File: src/rtl/esm_pkg.sv
/*
  Package for the extended SMM memory control block: register offset,
  field positions, reset value, address windows and segment sizes.
  Assumes byte-wide configuration access at the documented offset.
*/
package esm_pkg;
  localparam int ADDR_W = 36;
  localparam logic [7:0] CFG_EXT_SMM_CTRL = 8'h9E;
  localparam logic [7:0] EXT_SMM_CTRL_RESET = 8'h38;
  // ----------------------------------------------------------------
  // field positions
  // ----------------------------------------------------------------
  localparam int BIT_HIGH_EN = 7;
  localparam int BIT_ERR = 6;
  localparam int BIT_SEG_EN = 0;
  localparam int BIT_SZ_LO = 1;
  localparam logic [7:0] FORCED_ONES = 8'h38;
  localparam logic [ADDR_W-1:0] HIGH_BASE = 36'h0_FEDA_0000;
  localparam logic [ADDR_W-1:0] HIGH_LAST = 36'h0_FEDB_FFFF;
  localparam logic [ADDR_W-1:0] LOW_BASE = 36'h0_000A_0000;
  localparam logic [ADDR_W-1:0] SIZE_1MB = 36'h0_0010_0000;
  localparam logic [ADDR_W-1:0] SIZE_2MB = 36'h0_0020_0000;
  localparam logic [ADDR_W-1:0] SIZE_8MB = 36'h0_0080_0000;
  localparam logic [ADDR_W-1:0] DRAM_LIMIT_256MB = 36'h0_1000_0000;
  localparam logic [1:0] SZ_1MB = 2'h0;
  localparam logic [1:0] SZ_2MB = 2'h1;
  localparam logic [1:0] SZ_8MB = 2'h2;
endpackage

File: src/rtl/esm_decode.sv
/*
  Combinational address decoder for the high SMM window and top segment.
  Assumes the controller's configuration bits are stable register outputs.
*/
`timescale 1ns/1ps
module esm_decode
  import esm_pkg::*;
(
  input wire logic [esm_pkg::ADDR_W-1:0] i_addr,
  input wire logic i_smm,
  input wire logic i_global_en,
  input wire logic i_high_en,
  input wire logic i_seg_en,
  input wire logic [1:0] i_seg_size,
  input wire logic i_open,
  input wire logic [esm_pkg::ADDR_W-1:0] i_low_dram_top,
  input wire logic [esm_pkg::ADDR_W-1:0] i_stolen_size,
  output logic o_hit_high,
  output logic o_hit_seg,
  output logic o_to_dram,
  output logic o_to_link,
  output logic o_invalid,
  output logic [esm_pkg::ADDR_W-1:0] o_dram_addr
);
  import esm_pkg::*;

  function automatic logic [ADDR_W-1:0] seg_bytes(input logic [1:0] sz);
    case (sz)
      SZ_1MB: seg_bytes = SIZE_1MB;
      SZ_2MB: seg_bytes = SIZE_2MB;
      SZ_8MB: seg_bytes = SIZE_8MB;
      default: seg_bytes = '0;
    endcase
  endfunction

  logic [ADDR_W-1:0] seg_top;
  logic [ADDR_W-1:0] seg_base;
  logic high_on;
  logic seg_on;
  logic allowed;

  always_comb begin
    seg_top = i_low_dram_top - i_stolen_size;
    seg_base = seg_top - seg_bytes(i_seg_size);
    high_on = i_global_en & i_high_en;
    seg_on = i_global_en & i_seg_en;
    o_hit_high = high_on && (i_addr >= HIGH_BASE) && (i_addr <= HIGH_LAST);
    o_hit_seg = seg_on && (i_addr >= seg_base) && (i_addr < seg_top);
    // open bit grants visibility outside smm
    allowed = i_smm | i_open;
    o_invalid = (o_hit_high | o_hit_seg) & ~i_smm & ~i_open;
    // remap only what goes to dram; the link keeps the cpu address
    o_dram_addr = (o_hit_high && allowed) ? (i_addr - HIGH_BASE + LOW_BASE) : i_addr;
    if (o_hit_high | o_hit_seg) begin
      o_to_dram = allowed;
    end else begin
      // reach capped at 256 mb while in use
      o_to_dram = (high_on | seg_on) ? (i_addr < DRAM_LIMIT_256MB) : 1'b1;
    end
    o_to_link = ~o_to_dram;
  end
endmodule

File: src/rtl/esm_ctrl.sv
/*
  Extended SMM memory control: the 8-bit control register on the
  configuration port, the lock and open bits of the neighbouring SMM
  register, and routing of processor requests to DRAM or the link.
  Assumes config accesses and requests are synchronous to i_clk_sys.
  Expects the lock and open strobes from the neighbouring register's decode.
*/
`timescale 1ns/1ps
module esm_ctrl
  import esm_pkg::*;
(
  input wire logic i_clk_sys,
  input wire logic i_rstn,
  input wire logic i_cfg_wr,
  input wire logic i_cfg_rd,
  input wire logic [7:0] i_cfg_addr,
  input wire logic [7:0] i_cfg_wdata,
  output logic [7:0] o_cfg_rdata,
  input wire logic i_trusted_mode,
  input wire logic i_global_smm_memory_enable,
  input wire logic i_smm_open_wr,
  input wire logic i_smm_open_val,
  input wire logic i_smm_lock_set,
  input wire logic i_req_valid,
  input wire logic i_req_smm,
  input wire logic [esm_pkg::ADDR_W-1:0] i_req_addr,
  input wire logic [esm_pkg::ADDR_W-1:0] i_low_dram_top,
  input wire logic [esm_pkg::ADDR_W-1:0] i_stolen_size,
  output logic o_smm_lock,
  output logic o_smm_open,
  output logic o_fwd_valid,
  output logic o_fwd_dram,
  output logic o_fwd_link,
  output logic [esm_pkg::ADDR_W-1:0] o_fwd_addr
);
  import esm_pkg::*;

  // ----------------------------------------------------------------
  // reset synchroniser
  // ----------------------------------------------------------------
  // assert at once, release on the clock: no flop leaves reset on a runt edge
  // only the second flop is read
  logic [1:0] rst_sync;
  logic rstn;
  always_ff @(posedge i_clk_sys or negedge i_rstn) begin
    if (!i_rstn) begin
      rst_sync <= 2'h0;
    end else begin
      rst_sync <= {rst_sync[0], 1'b1};
    end
  end
  assign rstn = rst_sync[1];

  // ----------------------------------------------------------------
  // state
  // ----------------------------------------------------------------
  // cache bits are not stored: the read image forces them,
  // so no write can ever clear them
  typedef struct packed {
    logic high_smm_enable;
    logic invalid_smm_access_flag;
    logic [1:0] top_segment_size;
    logic seg_en;
    logic smm_lock;
    logic smm_open;
    logic [7:0] rdata;
    logic fwd_valid;
    logic fwd_dram;
    logic fwd_link;
    logic [ADDR_W-1:0] fwd_addr;
  } esm_state_t;

  esm_state_t st;
  esm_state_t next_st;

  // ----------------------------------------------------------------
  // address decode
  // ----------------------------------------------------------------
  // decode is combinational on the raw request;
  // only the routed result is registered, one cycle later
  logic hit_high;
  logic hit_seg;
  logic to_dram;
  logic to_link;
  logic invalid;
  logic [ADDR_W-1:0] dram_addr;

  esm_decode i_esm_decode (
    .i_addr(i_req_addr),
    .i_smm(i_req_smm),
    .i_global_en(i_global_smm_memory_enable),
    .i_high_en(st.high_smm_enable),
    .i_seg_en(st.seg_en),
    .i_seg_size(st.top_segment_size),
    .i_open(st.smm_open),
    .i_low_dram_top(i_low_dram_top),
    .i_stolen_size(i_stolen_size),
    .o_hit_high(hit_high),
    .o_hit_seg(hit_seg),
    .o_to_dram(to_dram),
    .o_to_link(to_link),
    .o_invalid(invalid),
    .o_dram_addr(dram_addr)
  );

  // ----------------------------------------------------------------
  // register image
  // ----------------------------------------------------------------
  function automatic logic [7:0] reg_image(input esm_state_t s);
    logic [7:0] v;
    v = '0;
    v[BIT_HIGH_EN] = s.high_smm_enable;
    v[BIT_ERR] = s.invalid_smm_access_flag;
    v[BIT_SZ_LO +: 2] = s.top_segment_size;
    v[BIT_SEG_EN] = s.seg_en;
    reg_image = v | FORCED_ONES;
  endfunction

  // ----------------------------------------------------------------
  // next-state logic
  // ----------------------------------------------------------------
  logic wr_hit;
  logic rd_hit;
  logic locked;
  logic err_set;
  logic err_clr;

  always_comb begin
    next_st = st;
    wr_hit = i_cfg_wr && (i_cfg_addr == CFG_EXT_SMM_CTRL);
    rd_hit = i_cfg_rd && (i_cfg_addr == CFG_EXT_SMM_CTRL);
    // lock or trusted mode freezes the enable and size fields; the error flag still sets and clears
    locked = i_trusted_mode | st.smm_lock;
    if (wr_hit && !locked) begin
      next_st.high_smm_enable = i_cfg_wdata[BIT_HIGH_EN];
      next_st.top_segment_size = i_cfg_wdata[BIT_SZ_LO +: 2];
      next_st.seg_en = i_cfg_wdata[BIT_SEG_EN];
    end

    err_clr = wr_hit && i_cfg_wdata[BIT_ERR];
    err_set = i_req_valid && invalid;
    if (err_clr) begin
      next_st.invalid_smm_access_flag = 1'b0;
    end
    // set wins over a same-cycle clear
    // so an access racing the clear is never lost
    if (err_set) begin
      next_st.invalid_smm_access_flag = 1'b1;
    end

    // open writable only while unlocked
    // trusted mode freezes open as it freezes the fields
    if (i_smm_open_wr && !locked) begin
      next_st.smm_open = i_smm_open_val;
    end

    if (i_smm_lock_set) begin
      next_st.smm_lock = 1'b1;
      next_st.smm_open = 1'b0;
    end

    // zero outside a read, so a stale byte never looks like an answer
    next_st.rdata = '0;
    if (rd_hit) begin
      next_st.rdata = reg_image(st);
    end

    // route each request
    // the address is registered unqualified; consumers look at valid
    next_st.fwd_valid = i_req_valid;
    next_st.fwd_dram = i_req_valid & to_dram;
    next_st.fwd_link = i_req_valid & to_link;
    next_st.fwd_addr = dram_addr;
  end

  // ----------------------------------------------------------------
  // state register
  // ----------------------------------------------------------------
  always_ff @(posedge i_clk_sys or negedge rstn) begin
    if (!rstn) begin
      st <= '0;
    end else begin
      st <= next_st;
    end
  end

  // ----------------------------------------------------------------
  // outputs
  // ----------------------------------------------------------------
  // every output comes straight from a flop,
  // so downstream timing starts at a clock edge
  assign o_cfg_rdata = st.rdata;
  assign o_smm_lock = st.smm_lock;
  assign o_smm_open = st.smm_open;
  assign o_fwd_valid = st.fwd_valid;
  assign o_fwd_dram = st.fwd_dram;
  assign o_fwd_link = st.fwd_link;
  assign o_fwd_addr = st.fwd_addr;
endmodule

File: config.mk
export PLATFORM = sky130hd
export DESIGN_NAME = esm_ctrl
export DESIGN_NICKNAME = d
export VERILOG_FILES = /design/src/rtl/esm_pkg.sv /design/src/rtl/esm_decode.sv /design/src/rtl/esm_ctrl.sv
export SDC_FILE = /design/constraint.sdc
export NUM_CORES = 1
export LEC_CHECK = 0
export BUFFER_PORTS_ARGS = -buffer_cell sky130_fd_sc_hd__buf_2
export CAP_MARGIN = 20
export CELL_PAD_IN_SITES_DETAIL_PLACEMENT = 1
export CELL_PAD_IN_SITES_GLOBAL_PLACEMENT = 1
export CORE_MARGIN = 2
export CORE_UTILIZATION = 25
export CTS_BUF_LIST = sky130_fd_sc_hd__clkbuf_16
export DETAILED_ROUTE_END_ITERATION = 10
export GPL_ROUTABILITY_DRIVEN = 0
export MAX_ROUTING_LAYER = met4
export PLACE_DENSITY_LB_ADDON = 0.25
export RECOVER_POWER = 50
export SYNTH_ARGS = -nofsm -noshare
export SYNTH_HDL_FRONTEND = slang
export SYNTH_SLANG_ARGS = --single-unit
File: constraint.sdc
create_clock -name i_clk_sys -period 2.2 [get_ports i_clk_sys]
set_input_delay 0.11 -clock i_clk_sys [delete_from_list [all_inputs] [get_ports i_clk_sys]]
set_output_delay 0.11 -clock i_clk_sys [all_outputs]
set_load 0.02 [all_outputs]
## Word level (Yosys, flattened, before mapping)

Cells that the tools add are included.

| storage, ports and cells | value |
|---|---|
| bits in registers | 56 |
| bits in latches | 0 |
| memory bits (writable) | 0 |
| bits in read-only memories | 0 |
| input bits | 135 |
| output and inout bits | 49 |
| logic and storage cells | 61 |
| memories | 0 |

| operators by class | value |
|---|---|
| add/sub/neg operators | 4 |
| multipliers | 0 |
| divide/modulo/power cells | 0 |
| magnitude comparators | 5 |
| equality and inequality tests | 3 |
| shift operators | 0 |
| mux-type cells | 9 |
| bitwise logic cells | 13 |
| reduce and logical (&&, ||, !) cells | 15 |

Operators by type and width:

| operator | number |
|---|---|
| 24-bit case mux with 3 select lines | 1 |
| 36-bit by 20-bit adder with 36-bit output, second input constant | 1 |
| 36-bit by 32-bit >= comparator with 1-bit output, second input constant | 1 |
| 36-bit >= comparator | 1 |
| 36-bit by 32-bit less-or-equal comparator with 1-bit output, second input constant | 1 |
| 36-bit by 29-bit < comparator with 1-bit output, second input constant | 1 |
| 36-bit < comparator | 1 |
| 36-bit 2-to-1 mux | 1 |
| 36-bit by 24-bit subtractor with 36-bit output | 1 |
| 36-bit by 32-bit subtractor with 36-bit output, second input constant | 1 |
| 36-bit subtractor | 1 |
| 1-bit logical AND | 11 |
| 8-bit equality test, second input constant | 1 |
| 8-bit 2-to-1 mux | 1 |
| 1-bit bitwise AND | 6 |
| 1-bit 2-to-1 mux | 6 |
| 1-bit bitwise OR | 4 |
| 2-bit nonzero test | 2 |
| 1-bit NOT | 3 |
| 2-bit by 1-bit equality test with 1-bit output, second input constant | 1 |
| 2-bit equality test, second input constant | 1 |
| 2-bit logical NOT | 1 |
| 1-bit logical NOT | 1 |

## Logic depth before layout (Yosys ltp)

| logic depth | value |
|---|---|
| depth in word-level cells | 11 |
| mapped depth | 27 |
| mapped depth without buffers | 27 |

## By module

Synthesis repeated with hierarchy kept, for this count alone.

| unflattened totals | value |
|---|---|
| cell total of the unflattened synthesis | 727 |
| area total of the unflattened synthesis | 6251.0 µm² |

By module, submodules not included:

| module | instances | cells an instance | area an instance (µm²) | sequential area each (µm²) |
|---|---|---|---|---|
| esm_decode | 1 | 602 | 4335.4 | 0.0 |
| esm_ctrl | 1 | 125 | 1915.6 | 1351.3 |

## Worst setup path after synthesis

No wires, ideal clock.

| path | value |
|---|---|
| path kind | input -> register |
| start | in i_stolen_size[8] (netlist bit) |
| end | reg st, in the netlist o_fwd_dram |
| setup time | 0.079 ns |
| arrival time | 5.246 ns |
| data required time | 2.121 ns |
| setup slack | -3.125 ns |
| stages | 25 |
| buffers on the path | 2 |
| cells stage by stage | inv_1 > ha_1 > buf_6 > a21o_1 > a311oi_2 > o21ai_1 > a31o_1 > o31a_1 > and2_4 > buf_6 > xor2_1 > ha_1 > a211o_1 > a21oi_1 > o21ai_2 > nand3b_1 > xnor2_1 > ha_1 > a21o_1 > a211o_1 > a211oi_1 > or4b_2 > a31o_2 > o31ai_2 > mux2i_1 |

RTL lines:

| element | line | source |
|---|---|---|
| from (decl) | esm_ctrl.sv:28 | `input wire logic [esm_pkg::ADDR_W-1:0] i_stolen_size,` |
| to (signal assigned) | esm_ctrl.sv:183 | `st <= next_st;` |
| to (decl) | esm_ctrl.sv:73 | `esm_state_t st;` |

==> flow_summary.toml <==
[yosys]
postSynthCellCount = 707
syn_avg_cell_area_um2 = 8.47
synthDistinctLibCells = 70
syn-num-nets = 932
synth_largest_area_cell = "dfrtp_1"
synth-edff-count = 0
synth_seq_cells = 54
synth_warnings = 0
ys.flop_type = "dfrtp_1"
async_flop_share_pct = 100
netlist_area_um2 = 5990
netlist_top_cells_area = "dfrtp_1 (23%), ha_1 (19%), buf_4 (5.5%), xnor2_1 (4.5%), a21oi_1 (4.5%)"
ys_seq_area_share_pct = 22.6
synth_top_area_share_pct = 22.6

[worst_hold_path]
holdCritStartpoint = "i_cfg_wdata[7]"
hold_class = "primary input to flop"

[run_status]
violations = "setup timing"
outcome = "finished with violations"

[floorplanning]
initial_utilization_pct = 25.5
rows = 56
fp.coreArea_um2 = 23500
fp.dieH_um = 159
ioPinCount = 184
die_area_um2 = 25200
die_w_um = 159

[timing]
setup_viol = 3
skew_ns = 0.00609
slew_viol_final = 0
rsz0062_at_grt = "true"
hold_ws_ns = 0.0590
hold_viol = 0
timing.fmax_ghz = 0.216
finalWorstSetupSlack_ns = -2.44
min_period_ns = 4.64
slew_headroom_pct = 37.8
tightest_slew_ns = 0.933
fin_crit_sh_pct = 211

[setup_path]
crit_type = "primary input to flop"
cp-startpoint = "i_low_dram_top[0]"
cp-start-kind = "primary input"
r2r-start = "st[51]$_DFFE_PN0P_"
arrival_ns = 4.85
critPathCaptureType = "flop"
crit_path_max_fanout = 3
required_ns = 2.42

[cells_and_area]
drive_gt1_share_pct = 41.5
n_fill_cell = 2888
antennaDiodeCount = 0
final_cells = 1365
layout.nets = 1270
post-route-util_pct = 37.5
final_cell_mix = "buf_4 (185), buf_2 (170), ha_1 (81)"
layout_commonest_cell = "buf_4"
syn_to_final_growth_pct = 46.9

[global_route]
antenna_found_initial = 0
grt_pass1_vias = 6638
grt_max_degree = 30
grt_use_total_pct = 16.5
grt_overflow = 0
grt_pass1_wl_um = 33400

[route]
dr_wl_met2_um = 9880
dr.first_iter.drc_count = 147
ant_nets = 0
first_pass_iters = 4
top_layer = "met4"
via_per_inst = 4.52
m1WireLength_um = 9600
vias = 6166
wl_um = 20300
wl_met3_um = 605
drt_drc_violations_left = 0
routedWlPerCell_um = 14.8

[clock_network]
clk_pin_slew_ns = 0.07
clk_latency_ns = 0.29
clockBufferDepth = 2
h-tree-depth = 2
tritoncts = "built"
cts_buffers = 5
cts_sinks = 54
root_buffer = "clkbuf_16"

[power]
total_power_w = 0.00445
peakVddDrop_mv = 0.318
p_leak_nw = 4.44
powerDensity_nw_per_um2 = 506

[placement]
place_hpwl_um = 18100
numPlacedInstances = 1352
port_buffers = 180

[flow_run]
max_cap_violations = 0
-- final cells by class --
class | count | area, um^2 | share of cell area, %
inverter | 63 | 254 | 2.89
timing repair buffer | 388 | 2420 | 27.5
clock inverter | 3 | 41.3 | 0.469
multi-input combinational | 533 | 4210 | 47.8
tap | 319 | 399 | 4.54
sequential | 54 | 1350 | 15.4
clock buffer | 5 | 125 | 1.42
-- cell families after synthesis --
group	share of synthesized area (%)
compound gates	21.8
buf+inv	10.8
other cells	0.0626
mux	1.48
flops	22.6
simple gates	16.8
fa+ha+maj	19.1
xor+xnor	7.29
-- synthesized netlist by cell type, types with 3 or more instances --
| library cell | number |
|---|---|
| clkbuf_1 | 7 |
| a21o_1 | 27 |
| o211ai_1 | 10 |
| o21a_1 | 7 |
| nand4_1 | 20 |
| mux2i_1 | 3 |
| o21ai_0 | 28 |
| and4_1 | 5 |
| ha_1 | 89 |
| nor3_1 | 7 |
| o31ai_1 | 3 |
| a211oi_1 | 13 |
| and3_1 | 8 |
| nor2_1 | 41 |
| xnor2_1 | 31 |
| or3_1 | 3 |
| a31oi_1 | 8 |
| mux2_2 | 4 |
| buf_6 | 4 |
| o21bai_1 | 4 |
| dfrtp_1 | 54 |
| a21oi_1 | 54 |
| nand2b_1 | 10 |
| a211o_1 | 3 |
| o2111ai_1 | 5 |
| xor2_1 | 17 |
| o21ai_1 | 5 |
| inv_1 | 63 |
| nand2_1 | 42 |
| buf_4 | 44 |
| nor2b_1 | 13 |
| nand3_1 | 18 |
| nor4_1 | 8 |
| or2_2 | 5 |
-- stage by stage --
stage | setup WS [ns] | TNS (ns) | instance area, um^2
2_1_floorplan | -2.64 | -7.86 | 6120
3_3_place_gp | -2.88 | -8.91 | 8540
3_5_place_dp | -2.98 | -9.44 | 8540
4_1_cts | -2.57 | -7.62 | 8800
5_1_grt | -2.70 | -8.00 | 8800
6_report | -2.44 | -7.22 | 8800
-- flip-flops by register name, summed over array words and instances (netlist names) --
signal       count
o_smm_open       1
rst_sync         2
o_cfg_rdata      6
o_fwd_dram       1
st               5
o_fwd_valid      1
o_smm_lock       1
o_fwd_addr      36
o_fwd_link       1
-- path summary, 6_finish.rpt --
| kind | to | slack [ns] | depth (start not counted) |
|---|---|---|---|
| hold / removal | st[53]$_DFFE_PN0P_ | 0.06 | 2 |
| setup reg to reg | o_fwd_link$_DFF_PN0_ | -1.68 | 16 |
| max in group asynchronous | o_fwd_addr[25]$_DFF_PN0_ | 0.59 | 1 |
| min in group asynchronous | rst_sync[1]$_DFF_PN0_ | 0.13 | 2 |
| hold reg to reg | rst_sync[1]$_DFF_PN0_ | 0.36 | 0 |
| setup / recovery | o_fwd_link$_DFF_PN0_ | -2.44 | 26 |
-- critical path, stage by stage --
cell	delay (ns)
buf_6	0.10
inv_4	0.04
ha_4	0.13
inv_2	0.03
fa_2	0.33
a21o_1	0.19
a31o_1	0.20
o211ai_1	0.15
a31oi_2	0.18
xnor2_2	0.19
ha_2	0.20
inv_2	0.05
ha_4	0.17
a211o_1	0.24
a21oi_2	0.18
o21ai_2	0.07
nand3b_1	0.17
xnor2_1	0.14
ha_1	0.29
a21o_1	0.17
a211o_1	0.32
a211oi_2	0.18
or4b_4	0.49
a31o_4	0.24
o31ai_4	0.07
mux2i_1	0.22
-- repair_timing --
item                                    CTS  global route
hold endpoints to repair                  4             0
gates cloned                              0             0
hold buffers                              3             0
pin swaps                                14            13
setup buffers                             2             0
resized for setup                        15            19
endpoints found under the setup margin    3             8
-- power breakdown --
group / internal (W) / total [W] / switching [W] / leakage, nW
clock: 0.000533 / 0.000876 / 0.000343 / 0.0812
sequential: 0.00103 / 0.00105 / 0.0000176 / 0.657
combinational: 0.00128 / 0.00253 / 0.00125 / 3.70
total: 0.00284 / 0.00445 / 0.00161 / 4.44
-- layer usage --
layer  global-route usage [%]  vias up
met2                     29.2      118
met3                     1.46       12
met5                        -        -
met1                     20.8     2862
met4                     2.88        0
li1                         -     3174
(Power assumes the default switching activity.)
